### config.mk
export PLATFORM = sky130hd
export DESIGN_NAME = fiap_device_flat
export DESIGN_NICKNAME = d
export VERILOG_FILES = /design/src/fiap_pkg.sv /design/src/fiap_if.sv /design/src/fiap_device.sv /design/src/flat_wrapper.sv
export VERILOG_INCLUDE_DIRS = /design/src
export SDC_FILE = /design/constraint.sdc
export NUM_CORES = 1
export LEC_CHECK = 0
export ABC_AREA = 0
export BUFFER_PORTS_ARGS = -buffer_cell sky130_fd_sc_hd__buf_2
export CORE_MARGIN = 2
export CORE_UTILIZATION = 55
export DETAILED_ROUTE_END_ITERATION = 12
export PLACE_DENSITY = 0.8
export SYNTH_ARGS = -nofsm -noshare
export SYNTH_HDL_FRONTEND = slang
export SYNTH_SLANG_ARGS = --single-unit
### constraint.sdc
create_clock -name i_clk -period 2.05 [get_ports i_clk]
set_input_delay 0.205 -clock i_clk [delete_from_list [all_inputs] [get_ports i_clk]]
set_output_delay 0.205 -clock i_clk [all_outputs]
set_load 0.005 [all_outputs]
### src/fiap_map.svh
`ifndef FIAP_MAP_SVH
`define FIAP_MAP_SVH
// register offsets as seen by the core
`define FIAP_OFS_CONFIG    8'hb1
`define FIAP_OFS_COMMAND   8'hb2
`define FIAP_OFS_ADDR_LO   8'hb3
`define FIAP_OFS_ADDR_HI   8'hb4
`define FIAP_OFS_DATA      8'hb5
`define FIAP_OFS_STATUS    8'hb6
// config fields
`define FIAP_CFG_PROG_EN   6
`define FIAP_CFG_SW_RESET  1
`define FIAP_CFG_BLOCK_SEL 0
`define FIAP_CFG_WMASK     8'h43
// command fields
`define FIAP_CMD_IRQ_EN    7
// status fields
`define FIAP_ST_LOCK1_INV  7
`define FIAP_ST_LOCK2_INV  6
`define FIAP_ST_LOCK3_INV  5
`define FIAP_ST_DOUBLE     3
`define FIAP_ST_BUSY       2
// command codes
`define FIAP_CODE_CHIP_ERASE   7'h01
`define FIAP_CODE_SECTOR_ERASE 7'h0b
`define FIAP_CODE_BLOCK_ERASE  7'h0d
`define FIAP_CODE_VERIFY       7'h0c
`define FIAP_CODE_PROGRAM      7'h0e
`define FIAP_CODE_LOCK1        7'h0f
`define FIAP_CODE_LOCK2        7'h03
`define FIAP_CODE_LOCK3        7'h05
`define FIAP_CODE_CFG_CELL     7'h09
`define FIAP_CODE_CLK_DOUBLE   7'h08
// controller-side register offsets
`define FIAP_HOST_OFS_CMD      4'h0
`define FIAP_HOST_OFS_ADDR     4'h1
`define FIAP_HOST_OFS_DATA     4'h2
`define FIAP_HOST_OFS_STATUS   4'h3
`define FIAP_HOST_OFS_CFG      4'h4
// default busy durations in core clocks
`define FIAP_ERASE_CYCLES      16'd64
`define FIAP_PROG_CYCLES       16'd16
`define FIAP_VERIFY_CYCLES     16'd1
`endif

### src/fiap_pkg.sv
package fiap_pkg;
  typedef enum logic [2:0] {
    FIAP_IDLE = 3'b001,
    FIAP_BUSY = 3'b010,
    FIAP_DONE = 3'b100
  } fiap_state_type;
  typedef enum logic [3:0] {
    FIAP_H_IDLE  = 4'b0001,
    FIAP_H_WRITE = 4'b0010,
    FIAP_H_POLL  = 4'b0100,
    FIAP_H_FETCH = 4'b1000
  } fiap_host_state_type;
endpackage

### src/fiap_if.sv
`timescale 1ns/1ps
interface fiap_if;
  logic [7:0] addr;
  logic [7:0] wdata;
  logic       wr;
  logic       rd;
  logic [7:0] rdata;
  logic       irq1;
  modport device (
    input  addr,
    input  wdata,
    input  wr,
    input  rd,
    output rdata,
    output irq1
  );
  modport host (
    output addr,
    output wdata,
    output wr,
    output rd,
    input  rdata,
    input  irq1
  );
endinterface

### src/fiap_device.sv
`timescale 1ns/1ps
`include "fiap_map.svh"
// Summary of operation
// - commands ignored unless programming enable set
// - irq enable routes completion to irq1
// - decode chip, sector and block erase
// - decode byte program and byte verify
// - decode three lock-bit program commands
// - decode config cell and clock double
// - reserved codes do no flash operation
// - verify takes one cycle, no irq
// - address built from low and high bytes
// - data mailbox holds written or read byte
// - status top bits show inverse lock bits
// - status bit 3 shows double speed
// - status bit 2 busy, reset zero
// - config bit 0 selects block map
module fiap_device #(
  parameter int             ADDR_W        = 16,
  parameter logic [15:0]    ERASE_CYCLES  = `FIAP_ERASE_CYCLES,
  parameter logic [15:0]    PROG_CYCLES   = `FIAP_PROG_CYCLES
) (
  input  wire logic   i_clk,
  input  wire logic   i_rst,
  fiap_if.device      bus,
  input  wire logic   i_ext_irq1_pin_n,
  input  wire logic [7:0] i_flash_rdata,
  output logic [ADDR_W-1:0] o_flash_addr,
  output logic [7:0]  o_flash_wdata,
  output logic [6:0]  o_flash_op,
  output logic        o_flash_start,
  output logic        o_block_map_select,
  output logic        o_software_reset_request
);
  typedef struct packed {
    fiap_pkg::fiap_state_type state;
    logic [7:0]  cfg;
    logic [7:0]  cmd;
    logic [7:0]  addr_lo;
    logic [7:0]  addr_hi;
    logic [7:0]  data;
    logic [2:0]  lock;
    logic        dbl;
    logic [15:0] cnt;
    logic        done_evt;
    logic        start;
    logic [7:0]  rdata;
    logic [1:0]  pin_sync;
    logic        pin_prev;
  } fiap_dev_type;

  fiap_dev_type cur_ff;
  fiap_dev_type nxt_cur;
  logic         valid_code;
  logic         busy;
  logic [15:0]  op_len;
  logic [7:0]   status;

  assign busy = (cur_ff.state != fiap_pkg::FIAP_IDLE);
  assign status = {~cur_ff.lock[0], ~cur_ff.lock[1], ~cur_ff.lock[2],
                   1'b0, cur_ff.dbl, busy, 2'b00};

  always_comb begin
    unique case (bus.wdata[6:0])
      `FIAP_CODE_CHIP_ERASE,
      `FIAP_CODE_SECTOR_ERASE,
      `FIAP_CODE_BLOCK_ERASE: begin
        valid_code = 1'b1;
        op_len = ERASE_CYCLES;
      end
      `FIAP_CODE_VERIFY: begin
        valid_code = 1'b1;
        op_len = `FIAP_VERIFY_CYCLES;
      end
      `FIAP_CODE_PROGRAM,
      `FIAP_CODE_LOCK1, `FIAP_CODE_LOCK2, `FIAP_CODE_LOCK3,
      `FIAP_CODE_CFG_CELL, `FIAP_CODE_CLK_DOUBLE: begin
        valid_code = 1'b1;
        op_len = PROG_CYCLES;
      end
      default: begin
        valid_code = 1'b0;
        op_len = 16'h0000;
      end
    endcase
  end

  always_comb begin
    nxt_cur = cur_ff;
    nxt_cur.start = 1'b0;
    nxt_cur.done_evt = 1'b0;
    nxt_cur.pin_sync = {cur_ff.pin_sync[0], i_ext_irq1_pin_n};
    nxt_cur.pin_prev = cur_ff.pin_sync[1];
    nxt_cur.rdata = 8'h00;
    if (bus.rd) begin
      unique case (bus.addr)
        `FIAP_OFS_CONFIG:  nxt_cur.rdata = cur_ff.cfg;
        `FIAP_OFS_COMMAND: nxt_cur.rdata = cur_ff.cmd;
        `FIAP_OFS_ADDR_LO: nxt_cur.rdata = cur_ff.addr_lo;
        `FIAP_OFS_ADDR_HI: nxt_cur.rdata = cur_ff.addr_hi;
        `FIAP_OFS_DATA:    nxt_cur.rdata = cur_ff.data;
        `FIAP_OFS_STATUS:  nxt_cur.rdata = status;
        default:           nxt_cur.rdata = 8'h00;
      endcase
    end
    unique case (cur_ff.state)
      fiap_pkg::FIAP_IDLE: ;
      fiap_pkg::FIAP_BUSY: begin
        if (cur_ff.cnt <= 16'd1) begin
          nxt_cur.state = fiap_pkg::FIAP_DONE;
        end else begin
          nxt_cur.cnt = cur_ff.cnt - 16'd1;
        end
      end
      fiap_pkg::FIAP_DONE: begin
        nxt_cur.state = fiap_pkg::FIAP_IDLE;
        unique case (cur_ff.cmd[6:0])
          `FIAP_CODE_VERIFY:     nxt_cur.data = i_flash_rdata;
          `FIAP_CODE_LOCK1:      nxt_cur.lock[0] = 1'b1;
          `FIAP_CODE_LOCK2:      nxt_cur.lock[1] = 1'b1;
          `FIAP_CODE_LOCK3:      nxt_cur.lock[2] = 1'b1;
          `FIAP_CODE_CLK_DOUBLE: nxt_cur.dbl = 1'b1;
          default: ;
        endcase
        nxt_cur.done_evt = (cur_ff.cmd[6:0] != `FIAP_CODE_VERIFY);
      end
      default: nxt_cur.state = fiap_pkg::FIAP_IDLE;
    endcase
    if (bus.wr) begin
      unique case (bus.addr)
        `FIAP_OFS_CONFIG:
          nxt_cur.cfg = bus.wdata & `FIAP_CFG_WMASK;
        `FIAP_OFS_COMMAND: begin
          nxt_cur.cmd[`FIAP_CMD_IRQ_EN] = bus.wdata[`FIAP_CMD_IRQ_EN];
          // a command while busy is dropped, not queued
          if (cur_ff.cfg[`FIAP_CFG_PROG_EN] && valid_code && !busy) begin
            nxt_cur.cmd[6:0] = bus.wdata[6:0];
            nxt_cur.cnt = op_len;
            nxt_cur.state = fiap_pkg::FIAP_BUSY;
            nxt_cur.start = 1'b1;
          end
        end
        `FIAP_OFS_ADDR_LO: nxt_cur.addr_lo = bus.wdata;
        `FIAP_OFS_ADDR_HI: nxt_cur.addr_hi = bus.wdata;
        `FIAP_OFS_DATA:    nxt_cur.data = bus.wdata;
        default: ;
      endcase
    end
  end

  always_ff @(posedge i_clk) begin
    if (i_rst) begin
      cur_ff <= '0;
      cur_ff.state <= fiap_pkg::FIAP_IDLE;
      cur_ff.pin_sync <= 2'b11;
      cur_ff.pin_prev <= 1'b1;
    end else begin
      cur_ff <= nxt_cur;
    end
  end

  // pin edge is only seen when completion does not own the line
  assign bus.irq1 = cur_ff.cmd[`FIAP_CMD_IRQ_EN] ? cur_ff.done_evt
                  : (cur_ff.pin_prev & ~cur_ff.pin_sync[1]);
  assign bus.rdata = cur_ff.rdata;
  assign o_flash_addr = ADDR_W'({cur_ff.addr_hi, cur_ff.addr_lo});
  assign o_flash_wdata = cur_ff.data;
  assign o_flash_op = cur_ff.cmd[6:0];
  assign o_flash_start = cur_ff.start;
  assign o_block_map_select = cur_ff.cfg[`FIAP_CFG_BLOCK_SEL];
  assign o_software_reset_request = cur_ff.cfg[`FIAP_CFG_SW_RESET];
endmodule

### src/flat_wrapper.sv
// flat-port wrapper written by rule: the top's interface ports become plain ports
module fiap_device_flat 
#(
  parameter int             ADDR_W        = 16,
  parameter logic [15:0]    ERASE_CYCLES  = `FIAP_ERASE_CYCLES,
  parameter logic [15:0]    PROG_CYCLES   = `FIAP_PROG_CYCLES
)
  (i_clk, i_rst, i_ext_irq1_pin_n, i_flash_rdata, o_flash_addr, o_flash_wdata, o_flash_op, o_flash_start, o_block_map_select, o_software_reset_request, bus_addr, bus_wdata, bus_wr, bus_rd, bus_rdata, bus_irq1);
  fiap_if bus_i ();
  input  wire logic i_clk;
  input  wire logic i_rst;
  input  wire logic i_ext_irq1_pin_n;
  input  wire logic [7:0] i_flash_rdata;
  output logic [ADDR_W-1:0] o_flash_addr;
  output logic [7:0] o_flash_wdata;
  output logic [6:0] o_flash_op;
  output logic o_flash_start;
  output logic o_block_map_select;
  output logic o_software_reset_request;
  input wire logic [$bits(bus_i.addr)-1:0] bus_addr;
  input wire logic [$bits(bus_i.wdata)-1:0] bus_wdata;
  input wire logic [$bits(bus_i.wr)-1:0] bus_wr;
  input wire logic [$bits(bus_i.rd)-1:0] bus_rd;
  output wire logic [$bits(bus_i.rdata)-1:0] bus_rdata;
  output wire logic [$bits(bus_i.irq1)-1:0] bus_irq1;
  assign bus_i.addr = bus_addr;
  assign bus_i.wdata = bus_wdata;
  assign bus_i.wr = bus_wr;
  assign bus_i.rd = bus_rd;
  assign bus_rdata = bus_i.rdata;
  assign bus_irq1 = bus_i.irq1;
  fiap_device #(.ADDR_W(ADDR_W), .ERASE_CYCLES(ERASE_CYCLES), .PROG_CYCLES(PROG_CYCLES)) u_core (.i_clk(i_clk), .i_rst(i_rst), .bus(bus_i), .i_ext_irq1_pin_n(i_ext_irq1_pin_n), .i_flash_rdata(i_flash_rdata), .o_flash_addr(o_flash_addr), .o_flash_wdata(o_flash_wdata), .o_flash_op(o_flash_op), .o_flash_start(o_flash_start), .o_block_map_select(o_block_map_select), .o_software_reset_request(o_software_reset_request));
endmodule
==> flow_metrics.env, run 1 <==
export IMPL_hold_buffers=0
export IMPL_p_seq_share_pct=52.8
export IMPL_die_area_um2=7220
export IMPL_critPathKind="register to register"
export IMPL_grt_pass1_wl_mm=14.1
export IMPL_ctsHtreeMaxLevel=3
export IMPL_dr_pass1_iters=5
export IMPL_drt_total_wl_mm=8.67
export IMPL_fillers=531
export IMPL_port_buffers=71
export IMPL_hold_end="u_core.cur_ff[1]"
export IMPL_p_comb_share_pct=5.3
export IMPL_postSynthAreaPerCell_um2=8.64
export IMPL_outcome="finished clean"
export IMPL_core_um2=6350
export IMPL_post_cts_resized=0
export IMPL_start_util_pct=56.8
export IMPL_synth_edff_count=0
export IMPL_ant_nets=0
export IMPL_preCtsSetupSlack_ps=105
export IMPL_dpl_instance_area_um2=3770
export IMPL_dp_hpwl_mm=6.34
export IMPL_fin_crit_ps=1900
export IMPL_ys_warn_count=0
export IMPL_holdCritStartpoint="i_ext_irq1_pin_n"
export IMPL_clk_path_buf_depth=2
export IMPL_vdd_drop_max_uv=488
export IMPL_ys_seq_area_share_pct=39.4
export IMPL_start_kind="register"
export IMPL_r2r_end="u_core.cur_ff[13]"
export IMPL_ff2ff_path_depth=5
export IMPL_grt_overflow=0
export IMPL_post_cts_buffers=0
export IMPL_worstPathRequired_ps=2320
export IMPL_slowest_stage="or4_4"
export IMPL_grt_max_degree=30
export IMPL_grt_pass1_vias=2889
export IMPL_dieWidth_um=85.0
export IMPL_layout_drive_gt1_share_pct=25.8
export IMPL_fin_nets=484
export IMPL_crit_path_cell_trace="or4_4 > nor3_4 > a21oi_2 > xnor2_1 > a211oi_1"
export IMPL_areaGrowthSynthToFinish_pct=10.1
export IMPL_clock_latency_ps=350
export IMPL_fmax_mhz=526
export IMPL_worstMarginPinSlew_ps=649
export IMPL_stdcell_area_um2=3970
export IMPL_fin_crit_sh_pct=92.7
export IMPL_wire_per_inst_um=16.2
export IMPL_slew_headroom_pct=56.7
export IMPL_fin_ws_ps=150
export IMPL_hold_class="input port to register"
export IMPL_drt_initial_drc_count=294
export IMPL_via_per_inst=5.79
export IMPL_die_y_um=85.0
export IMPL_arrival_ps=2170
export IMPL_synth_nets=448
export IMPL_cap_violations=0
export IMPL_reg2reg_slack_ps=150
export IMPL_dr_total_vias=3096
export IMPL_rows=29
export IMPL_grt_total_usage_pct=24.9
export IMPL_reg2reg_from="u_core.cur_ff[27]"
export IMPL_synthesis_area_um2=3600
export IMPL_ys_types=52
export IMPL_power_share_clock_pct=41.8
export IMPL_drcViolationCount=0
export IMPL_clock_sinks=71
export IMPL_hold_viol=0
export IMPL_synth_seq_cells=71
export IMPL_antenna_found_initial=0
export IMPL_diodes=0
export IMPL_rsz0062_at_grt="no"
export IMPL_crit_path_max_incr_delay_ps=580
export IMPL_syn_inst=417
export IMPL_setup_viol=0
export IMPL_clock_skew_ps=6.80
export IMPL_gp_congestion=0.879
export IMPL_endpoint_kind="register"
export IMPL_clk_pin_slew_ps=70
export IMPL_slew_viol_final=0
export IMPL_switching_share_pct=22.7
export IMPL_postSynth_asyncResetShare_pct=0
export IMPL_cp_top_family="simple AND/OR/NAND/NOR gates"
export IMPL_power_density_nw_per_um2=660
export IMPL_switching_power_mw=0.594
export IMPL_cp_num_buf_inv=0
export IMPL_final_setup_tns_ps=0
export IMPL_io_pins=72
export IMPL_hold_depth=2
export IMPL_power_mw=2.62
export IMPL_ys_flop_type="dfxtp_1"
export IMPL_cp_max_fo=9
export IMPL_cts_made_buffers=9
export IMPL_cts_tree="done"
export IMPL_leakagePower_nw=1.80
export IMPL_clk_root_buffer_cell="clkbuf_8"
export IMPL_p_int_mw=2.02
## cell type report
| cell class | count | area, µm² | area share (%) |
|---|---|---|---|
| inverters | 7 | 26.3 | 0.662 |
| clock inverters | 4 | 45.0 | 1.14 |
| repair buffers | 87 | 475 | 12.0 |
| clock buffers | 12 | 145 | 3.66 |
| well taps | 77 | 96.3 | 2.43 |
| flip-flops and latches | 71 | 1420 | 35.8 |
| multi-input cells | 277 | 1760 | 44.3 |
## Yosys cell counts (all sizes together) (2+ instances only)
library cell,instances,area [µm²]
a22oi,6,45.0
buf,47,348
nand3,8,40.0
nor4,7,58.8
a41oi,2,17.5
and2,2,12.5
a21oi,18,93.8
xor2,4,35.0
nand4,6,43.8
a21o,2,15.0
mux2i,30,300
clkbuf,15,56.3
a31oi,2,12.5
a211oi,17,128
or3,2,12.5
mux2,4,45.0
and4bb,2,25.0
nand3b,2,15.0
or2,3,18.8
xnor2,10,87.6
nor2b,5,31.3
nor3b,3,22.5
o22ai,3,18.8
and3,6,37.5
inv,7,26.3
dfxtp,71,1420
nor2,67,251
and3b,2,17.5
nand2,25,93.8
nor3,13,76.3
ha,2,25.0
o21ai,8,40.0
nand2b,5,33.8
or4,3,30.0
## registers in the layout (all words and copies together) (netlist names)
| signal | cells |
|---|---|
| u_core.o_flash_op | 7 |
| u_core.o_block_map_select | 1 |
| u_core.bus.rdata | 8 |
| u_core.o_flash_addr | 16 |
| u_core.cur_ff | 29 |
| u_core.o_flash_wdata | 8 |
| u_core.o_software_reset_request | 1 |
| u_core.o_flash_start | 1 |
## power by group through the flow
stage | clock [mW] | combinational (mW) | sequential (mW)
2_1_floorplan | 0 | 0.0789 | 1.41
3_3_place_gp | 0 | 0.134 | 1.41
3_5_place_dp | 0 | 0.136 | 1.41
4_1_cts | 1.11 | 0.137 | 1.38
5_1_grt | 1.17 | 0.151 | 1.38
6_report | 1.09 | 0.139 | 1.38
## cell families after synthesis
| logic type | after synthesis | share of synthesized area (%) |
|---|---|---|
| AO/OA/AOI/OAI | 63 | 11.5 |
| buffers and inverters | 69 | 11.9 |
| adder cells (fa/ha/maj) | 2 | 0.694 |
| AND/OR/NAND/NOR | 164 | 23.5 |
| multiplexers | 34 | 9.58 |
| flip-flops | 71 | 39.4 |
| XOR/XNOR | 14 | 3.40 |
## worst max-delay path by stage
stage,startpoint,end,slack (ps),cells after the start
after detailed placement,bus_addr[6],u_core.cur_ff[13],110,6
after CTS,u_core.cur_ff[27],u_core.cur_ff[13],170,5
after global placement,bus_addr[6],u_core.cur_ff[28],170,6
after global routing,u_core.cur_ff[27],u_core.cur_ff[13],40,5
final,u_core.cur_ff[27],u_core.cur_ff[13],150,5
after floorplan,u_core.cur_ff[27],u_core.cur_ff[13],330,5
## layer usage
layer	routed length, µm	vias to the layer above	GRT usage, %
met4	164	0	8.80
met2	4050	146	40.8
met1	3790	1448	31.7
met5	0	-	0
met3	660	16	6.52
li1	-	1486	-
## stage by stage
step           utilization, %  instances  hold slack, ps
3_3_place_gp             59.4        519             391
3_5_place_dp             59.4        519             392
5_1_grt                  62.5        535            45.2
2_1_floorplan               -        417             309
4_1_cts                  62.4        535            24.6
6_report                 62.5        535            39.8
## layout by cell type, fill, tap and decap left out, types with 3 or more instances in the layout
cell type	count
a211oi_1	17
a21oi_1	17
a22oi_1	6
and3_1	6
buf_2	71
buf_4	16
clkbuf_8	10
clkinv_2	3
dfxtp_1	71
inv_1	7
mux2_2	4
mux2i_1	30
nand2_1	25
nand2b_1	4
nand3_1	8
nand4_1	5
nor2_1	67
nor2b_1	5
nor3_1	12
nor4_1	6
o21ai_0	8
o22ai_1	3
or2_2	3
xnor2_1	10
xor2_1	4
Power figures use the tool's default switching activity.
==> inputs of run 2 (changes only) <==
ABC_CLOCK_PERIOD_IN_PS = 2050   (was unset)
CTS_BUF_LIST = sky130_fd_sc_hd__clkbuf_2   (was unset)
==> run 2 against run 1 <==
  * Worst setup slack got worse by 14 ps
  * Cell area increased by 1.6%
  * Sequential cell count unchanged
  * First-iteration DRC count increased by 5.1%
  * Clock-buffer cell count decreased by 1
  * Cell count increased by 2.8%
  * Combinational power increased by 17%
  * Sequential share of layout area decreased by 0.57 points
  * Die area unchanged
  * Clock skew increased by 22 ps
  * Utilization increased by 1.0 points
  * Critical path type unchanged
  * Critical endpoint unchanged
  * Largest power group unchanged
==> flow_metrics.env, run 2 (synthesized netlist as in run 1, its figures left out) <==
export IMPL_crit_path_max_incr_delay_ps=590
export IMPL_reg2reg_from="u_core.cur_ff[27]"
export IMPL_via_per_inst=5.83
export IMPL_hold_ws_ps=27.4
export IMPL_diodes=0
export IMPL_slowest_stage="or4_4"
export IMPL_dr_total_vias=3206
export IMPL_start_kind="register"
export IMPL_ant_nets=0
export IMPL_endpoint_kind="register"
export IMPL_dp_hpwl_mm=6.34
export IMPL_io_pins=72
export IMPL_slew_headroom_pct=60.1
export IMPL_fillers=520
export IMPL_drt_initial_drc_count=309
export IMPL_die_area_um2=7220
export IMPL_cp_num_buf_inv=0
export IMPL_hold_class="input port to register"
export IMPL_grt_max_degree=30
export IMPL_cap_violations=0
export IMPL_preCtsSetupSlack_ps=105
export IMPL_clock_skew_ps=28.9
export IMPL_clk_path_buf_depth=2
export IMPL_r2r_end="u_core.cur_ff[13]"
export IMPL_gp_congestion=0.879
export IMPL_fin_crit_sh_pct=93.4
export IMPL_cp_top_family="simple AND/OR/NAND/NOR gates"
export IMPL_grt_overflow=0
export IMPL_dieWidth_um=85.0
export IMPL_worstPathRequired_ps=2490
export IMPL_reg2reg_slack_ps=140
export IMPL_regMostFlops="u_core.cur_ff"
export IMPL_power_density_nw_per_um2=574
export IMPL_vdd_drop_max_uv=360
export IMPL_core_um2=6350
export IMPL_start_util_pct=56.8
export IMPL_areaGrowthSynthToFinish_pct=11.8
export IMPL_leakagePower_nw=1.83
export IMPL_place_inst=519
export IMPL_multi_input_area_um2=1760
export IMPL_clk_pin_slew_ps=180
export IMPL_dr_pass1_iters=5
export IMPL_rsz0062_at_grt="no"
export IMPL_grt_pass1_vias=2939
export IMPL_outcome="finished clean"
export IMPL_final_core_util_pct=63.5
export IMPL_drt_met1_wl_mm=3.82
export IMPL_clock_latency_ps=520
export IMPL_critPathKind="register to register"
export IMPL_hold_depth=3
export IMPL_layout_common_cells="buf_2 (71), dfxtp_1 (71), nor2_1 (67)"
export IMPL_hold_end="u_core.o_flash_wdata[4]"
export IMPL_fin_nets=499
export IMPL_wl_met3_um=684
export IMPL_dr_wl_met2_mm=4.16
export IMPL_fmax_mhz=522
export IMPL_grt_pass1_wl_mm=14.2
export IMPL_grt_total_usage_pct=25.0
export IMPL_instances_no_fill=550
export IMPL_holdCritStartpoint="i_flash_rdata[4]"
export IMPL_setup_viol=0
export IMPL_largest_reg_flops=29
export IMPL_die_y_um=85.0
export IMPL_rows=29
export IMPL_worstMarginPinSlew_ps=598
export IMPL_final_setup_tns_ps=0
export IMPL_clk_root_buffer_cell="clkbuf_2"
export IMPL_crit_path_cell_trace="or4_4 > nor3_4 > a21oi_2 > xnor2_1 > a211oi_1"
export IMPL_cts_tree="done"
export IMPL_wire_per_inst_um=16.2
export IMPL_cts_made_buffers=9
export IMPL_fin_ws_ps=136
export IMPL_arrival_ps=2350
export IMPL_drt_total_wl_mm=8.89
export IMPL_hold_viol=0
export IMPL_ctsHtreeMaxLevel=3
export IMPL_clock_sinks=71
export IMPL_drcViolationCount=0
export IMPL_cp_max_fo=9
export IMPL_ff2ff_path_depth=5
export IMPL_antenna_found_initial=0
export IMPL_port_buffers=71
export IMPL_layout_drive_gt1_share_pct=25.2
export IMPL_top_layer="met4"
export IMPL_slew_viol_final=0
export IMPL_fin_crit_ps=1910
export IMPL_ff_latch_area_um2=1420
export IMPL_post_cts_buffers=0
==> run 2: changes by cell type in the layout (fill, tap and decap cells not counted) <==
| cell | before | now |
|---|---|---|
| clkbuf_1 | 2 | 0 |
| clkbuf_8 | 10 | 0 |
| clkinv_1 | 0 | 1 |
| clkbuf_2 | 0 | 11 |
| dlygate4sd3_1 | 0 | 15 |
==> run 2: how the worst max path moves through the flow <==
stage                      start  cells past startpoint                 to
5_1_grt        u_core.cur_ff[27]                      5  u_core.cur_ff[13]
2_1_floorplan  u_core.cur_ff[27]                      5  u_core.cur_ff[13]
6_report       u_core.cur_ff[27]                      5  u_core.cur_ff[13]
3_3_place_gp         bus_addr[6]                      6  u_core.cur_ff[28]
4_1_cts        u_core.cur_ff[27]                      5  u_core.cur_ff[13]
3_5_place_dp         bus_addr[6]                      6  u_core.cur_ff[13]
==> run 2: worst register-to-register path: stages, from the launching register on <==
cell	delay [ps]
dfxtp_1	380
or4_4	590
nor3_4	370
a21oi_2	150
xnor2_1	140
a211oi_1	230
==> run 2: power by group <==
| part | total, mW | internal, mW | leakage [nW] | switching (mW) |
|---|---|---|---|---|
| Combinational | 0.163 | 0.0701 | 1.19 | 0.0925 |
| Clock | 0.764 | 0.282 | 0.0731 | 0.482 |
| Sequential | 1.39 | 1.39 | 0.572 | 0.00132 |
| Total | 2.31 | 1.74 | 1.83 | 0.576 |
==> run 2: layer usage <==
layer | track usage (%) | up-vias
met1 | 32.0 | 1526
met5 | 0 | -
met3 | 6.32 | 30
met2 | 40.1 | 133
met4 | 11.0 | 0
li1 | - | 1517
==> run 2: timing repair <==
item                                    4_1_cts  5_1_grt
hold buffers                                 15        0
hold endpoints to repair                     19        0
gates resized for setup                       0        1
endpoints found under the setup margin        0        2
==> run 2: final cells by class <==
| class | instances | area share (%) |
|---|---|---|
| clock inverter | 5 | 1.21 |
| inverter | 7 | 0.652 |
| clock buffer | 11 | 1.37 |
| sequential | 71 | 35.3 |
| multi-input combinational | 277 | 43.6 |
| timing repair buffer | 102 | 15.5 |
| tap | 77 | 2.39 |
==> run 2: stage by stage <==
stage	power (mW)	cell area [µm²]
CTS	2.32	4030
global placement	1.55	3770
global route	2.39	4030
floorplan	1.49	3600
detailed placement	1.55	3770
finish	2.31	4030
==> inputs of run 3 (changes only) <==
CORE_MARGIN = 1.5   (was 2)
PLACE_DENSITY = unset   (was 0.8)
PLACE_DENSITY_LB_ADDON = 0.1   (was unset)
SKIP_CTS_REPAIR_TIMING = 1   (was unset)
==> run 3 against run 2 <==
  * Power down 8.7%
  * Global-route usage down 0.87 points
  * Worst setup slack better by 29 ps
  * Sequential share of layout area up 1.7 points
  * Via count down 7.6%
  * Clock-buffer cell count unchanged
  * Clock skew down 5.3 ps
  * First-iteration DRC count down 34%
==> flow_metrics.env, run 3 (synthesized netlist as in run 1, its figures left out) <==
export IMPL_outcome="finished clean"
export IMPL_layout_common_cells="buf_2 (71), dfxtp_1 (71), nor2_1 (67)"
export IMPL_vdd_drop_max_uv=310
export IMPL_antenna_found_initial=0
export IMPL_rsz0062_at_grt="no"
export IMPL_ctsHtreeMaxLevel=3
export IMPL_final_core_util_pct=60.6
export IMPL_worstSetupEndpoint="u_core.cur_ff[13]"
export IMPL_fillers=599
export IMPL_start_kind="register"
export IMPL_clk_path_buf_depth=2
export IMPL_die_y_um=84.0
export IMPL_ant_nets=0
export IMPL_grt_max_degree=28
export IMPL_grt_overflow=0
export IMPL_drcViolationCount=0
export IMPL_cp_max_fo=8
export IMPL_core_um2=6350
export IMPL_startpoint="u_core.cur_ff[75]"
export IMPL_arrival_ps=2260
export IMPL_wire_per_inst_um=15.4
export IMPL_grt_total_usage_pct=24.2
export IMPL_fmax_mhz=531
export IMPL_dr_total_vias=2963
export IMPL_place_inst=519
export IMPL_gp_congestion=0.893
export IMPL_ff_latch_area_um2=1420
export IMPL_critPathKind="register to register"
export IMPL_drt_total_wl_mm=8.25
export IMPL_drt_initial_drc_count=203
export IMPL_cts_tree="done"
export IMPL_r2r_end="u_core.cur_ff[13]"
export IMPL_reg2reg_from="u_core.cur_ff[75]"
export IMPL_multi_input_area_um2=1750
export IMPL_largest_reg_flops=29
export IMPL_clock_skew_ps=23.6
export IMPL_clk_pin_slew_ps=180
export IMPL_ff2ff_path_depth=5
export IMPL_cap_violations=0
export IMPL_rows=29
export IMPL_fin_nets=485
export IMPL_dieWidth_um=84.0
export IMPL_layout_drive_gt1_share_pct=25.2
export IMPL_endpoint_kind="register"
export IMPL_worstMarginPinSlew_ps=509
export IMPL_dp_hpwl_mm=6.14
export IMPL_instances_no_fill=534
export IMPL_reg2reg_slack_ps=170
export IMPL_hold_viol=0
export IMPL_final_setup_tns_ps=0
export IMPL_areaGrowthSynthToFinish_pct=6.80
export IMPL_cts_made_buffers=9
export IMPL_die_area_um2=7050
export IMPL_setup_viol=0
export IMPL_regMostFlops="u_core.cur_ff"
export IMPL_worstPathRequired_ps=2430
export IMPL_fin_crit_ps=1880
export IMPL_grt_pass1_vias=2696
export IMPL_slew_viol_final=0
export IMPL_slew_headroom_pct=66.0
export IMPL_dr_pass1_iters=4
export IMPL_port_buffers=71
export IMPL_start_util_pct=56.8
export IMPL_hold_class="input port to register"
export IMPL_diodes=0
export IMPL_clock_sinks=71
export IMPL_via_per_inst=5.55
export IMPL_clk_root_buffer_cell="clkbuf_2"
export IMPL_grt_pass1_wl_mm=13.4
export IMPL_io_pins=72
export IMPL_fin_crit_sh_pct=91.9
export IMPL_power_density_nw_per_um2=548
export IMPL_clock_latency_ps=480
export IMPL_leakagePower_nw=1.75
==> run 3: area by class of cell <==
| type | instances | area share [%] |
|---|---|---|
| clock inverters | 3 | 0.325 |
| repair buffers | 88 | 12.6 |
| multi-input cells | 277 | 45.5 |
| clock buffers | 11 | 1.43 |
| inverters | 7 | 0.682 |
| well taps | 77 | 2.50 |
| flip-flops and latches | 71 | 36.9 |
==> run 3: how the worst min path moves through the flow <==
stage / startpoint / endpoint / slack, ps / cells past startpoint
2_1_floorplan: i_ext_irq1_pin_n / u_core.cur_ff[1] / 310 / 1
3_3_place_gp: i_ext_irq1_pin_n / u_core.cur_ff[1] / 390 / 2
3_5_place_dp: i_ext_irq1_pin_n / u_core.cur_ff[1] / 390 / 2
4_1_cts: i_ext_irq1_pin_n / u_core.cur_ff[1] / -120 / 2
5_1_grt: bus_rd / u_core.bus.rdata[6] / 9 / 3
6_report: bus_wdata[7] / u_core.o_flash_addr[7] / 10 / 3
==> run 3: power breakdown <==
| part | switching (mW) | internal, mW |
|---|---|---|
| Combinational | 0.0864 | 0.0539 |
| Sequential | 0.00130 | 1.38 |
| Clock | 0.437 | 0.148 |
==> run 3: critical path, cell delays in order, from the launching register on <==
cell      delay, ps
dfxtp_1         380
nor3b_1         350
nand2_1         120
or4_1           650
a41oi_1         230
a211oi_1         70
==> run 3: per-layer routing <==
layer / up-vias / part of all wire (%) / GRT usage, %
li1: 1485 / - / -
met4: 0 / 1.4 / 8.05
met1: 1374 / 49 / 35.4
met3: 9 / 5.7 / 3.76
met2: 95 / 44 / 36.3
met5: - / 0 / 0
==> run 3: stage by stage <==
| stage | setup slack [ps] | instance area [µm²] | total power, mW | hold WS, ps |
|---|---|---|---|---|
| floorplan | 329 | 3600 | 1.49 | 309 |
| global placement | 201 | 3770 | 1.55 | 390 |
| detailed placement | 178 | 3770 | 1.55 | 393 |
| CTS | 160 | 3840 | 2.13 | -122 |
| global route | 14.5 | 3850 | 2.19 | 8.98 |
| finish | 165 | 3850 | 2.11 | 9.62 |
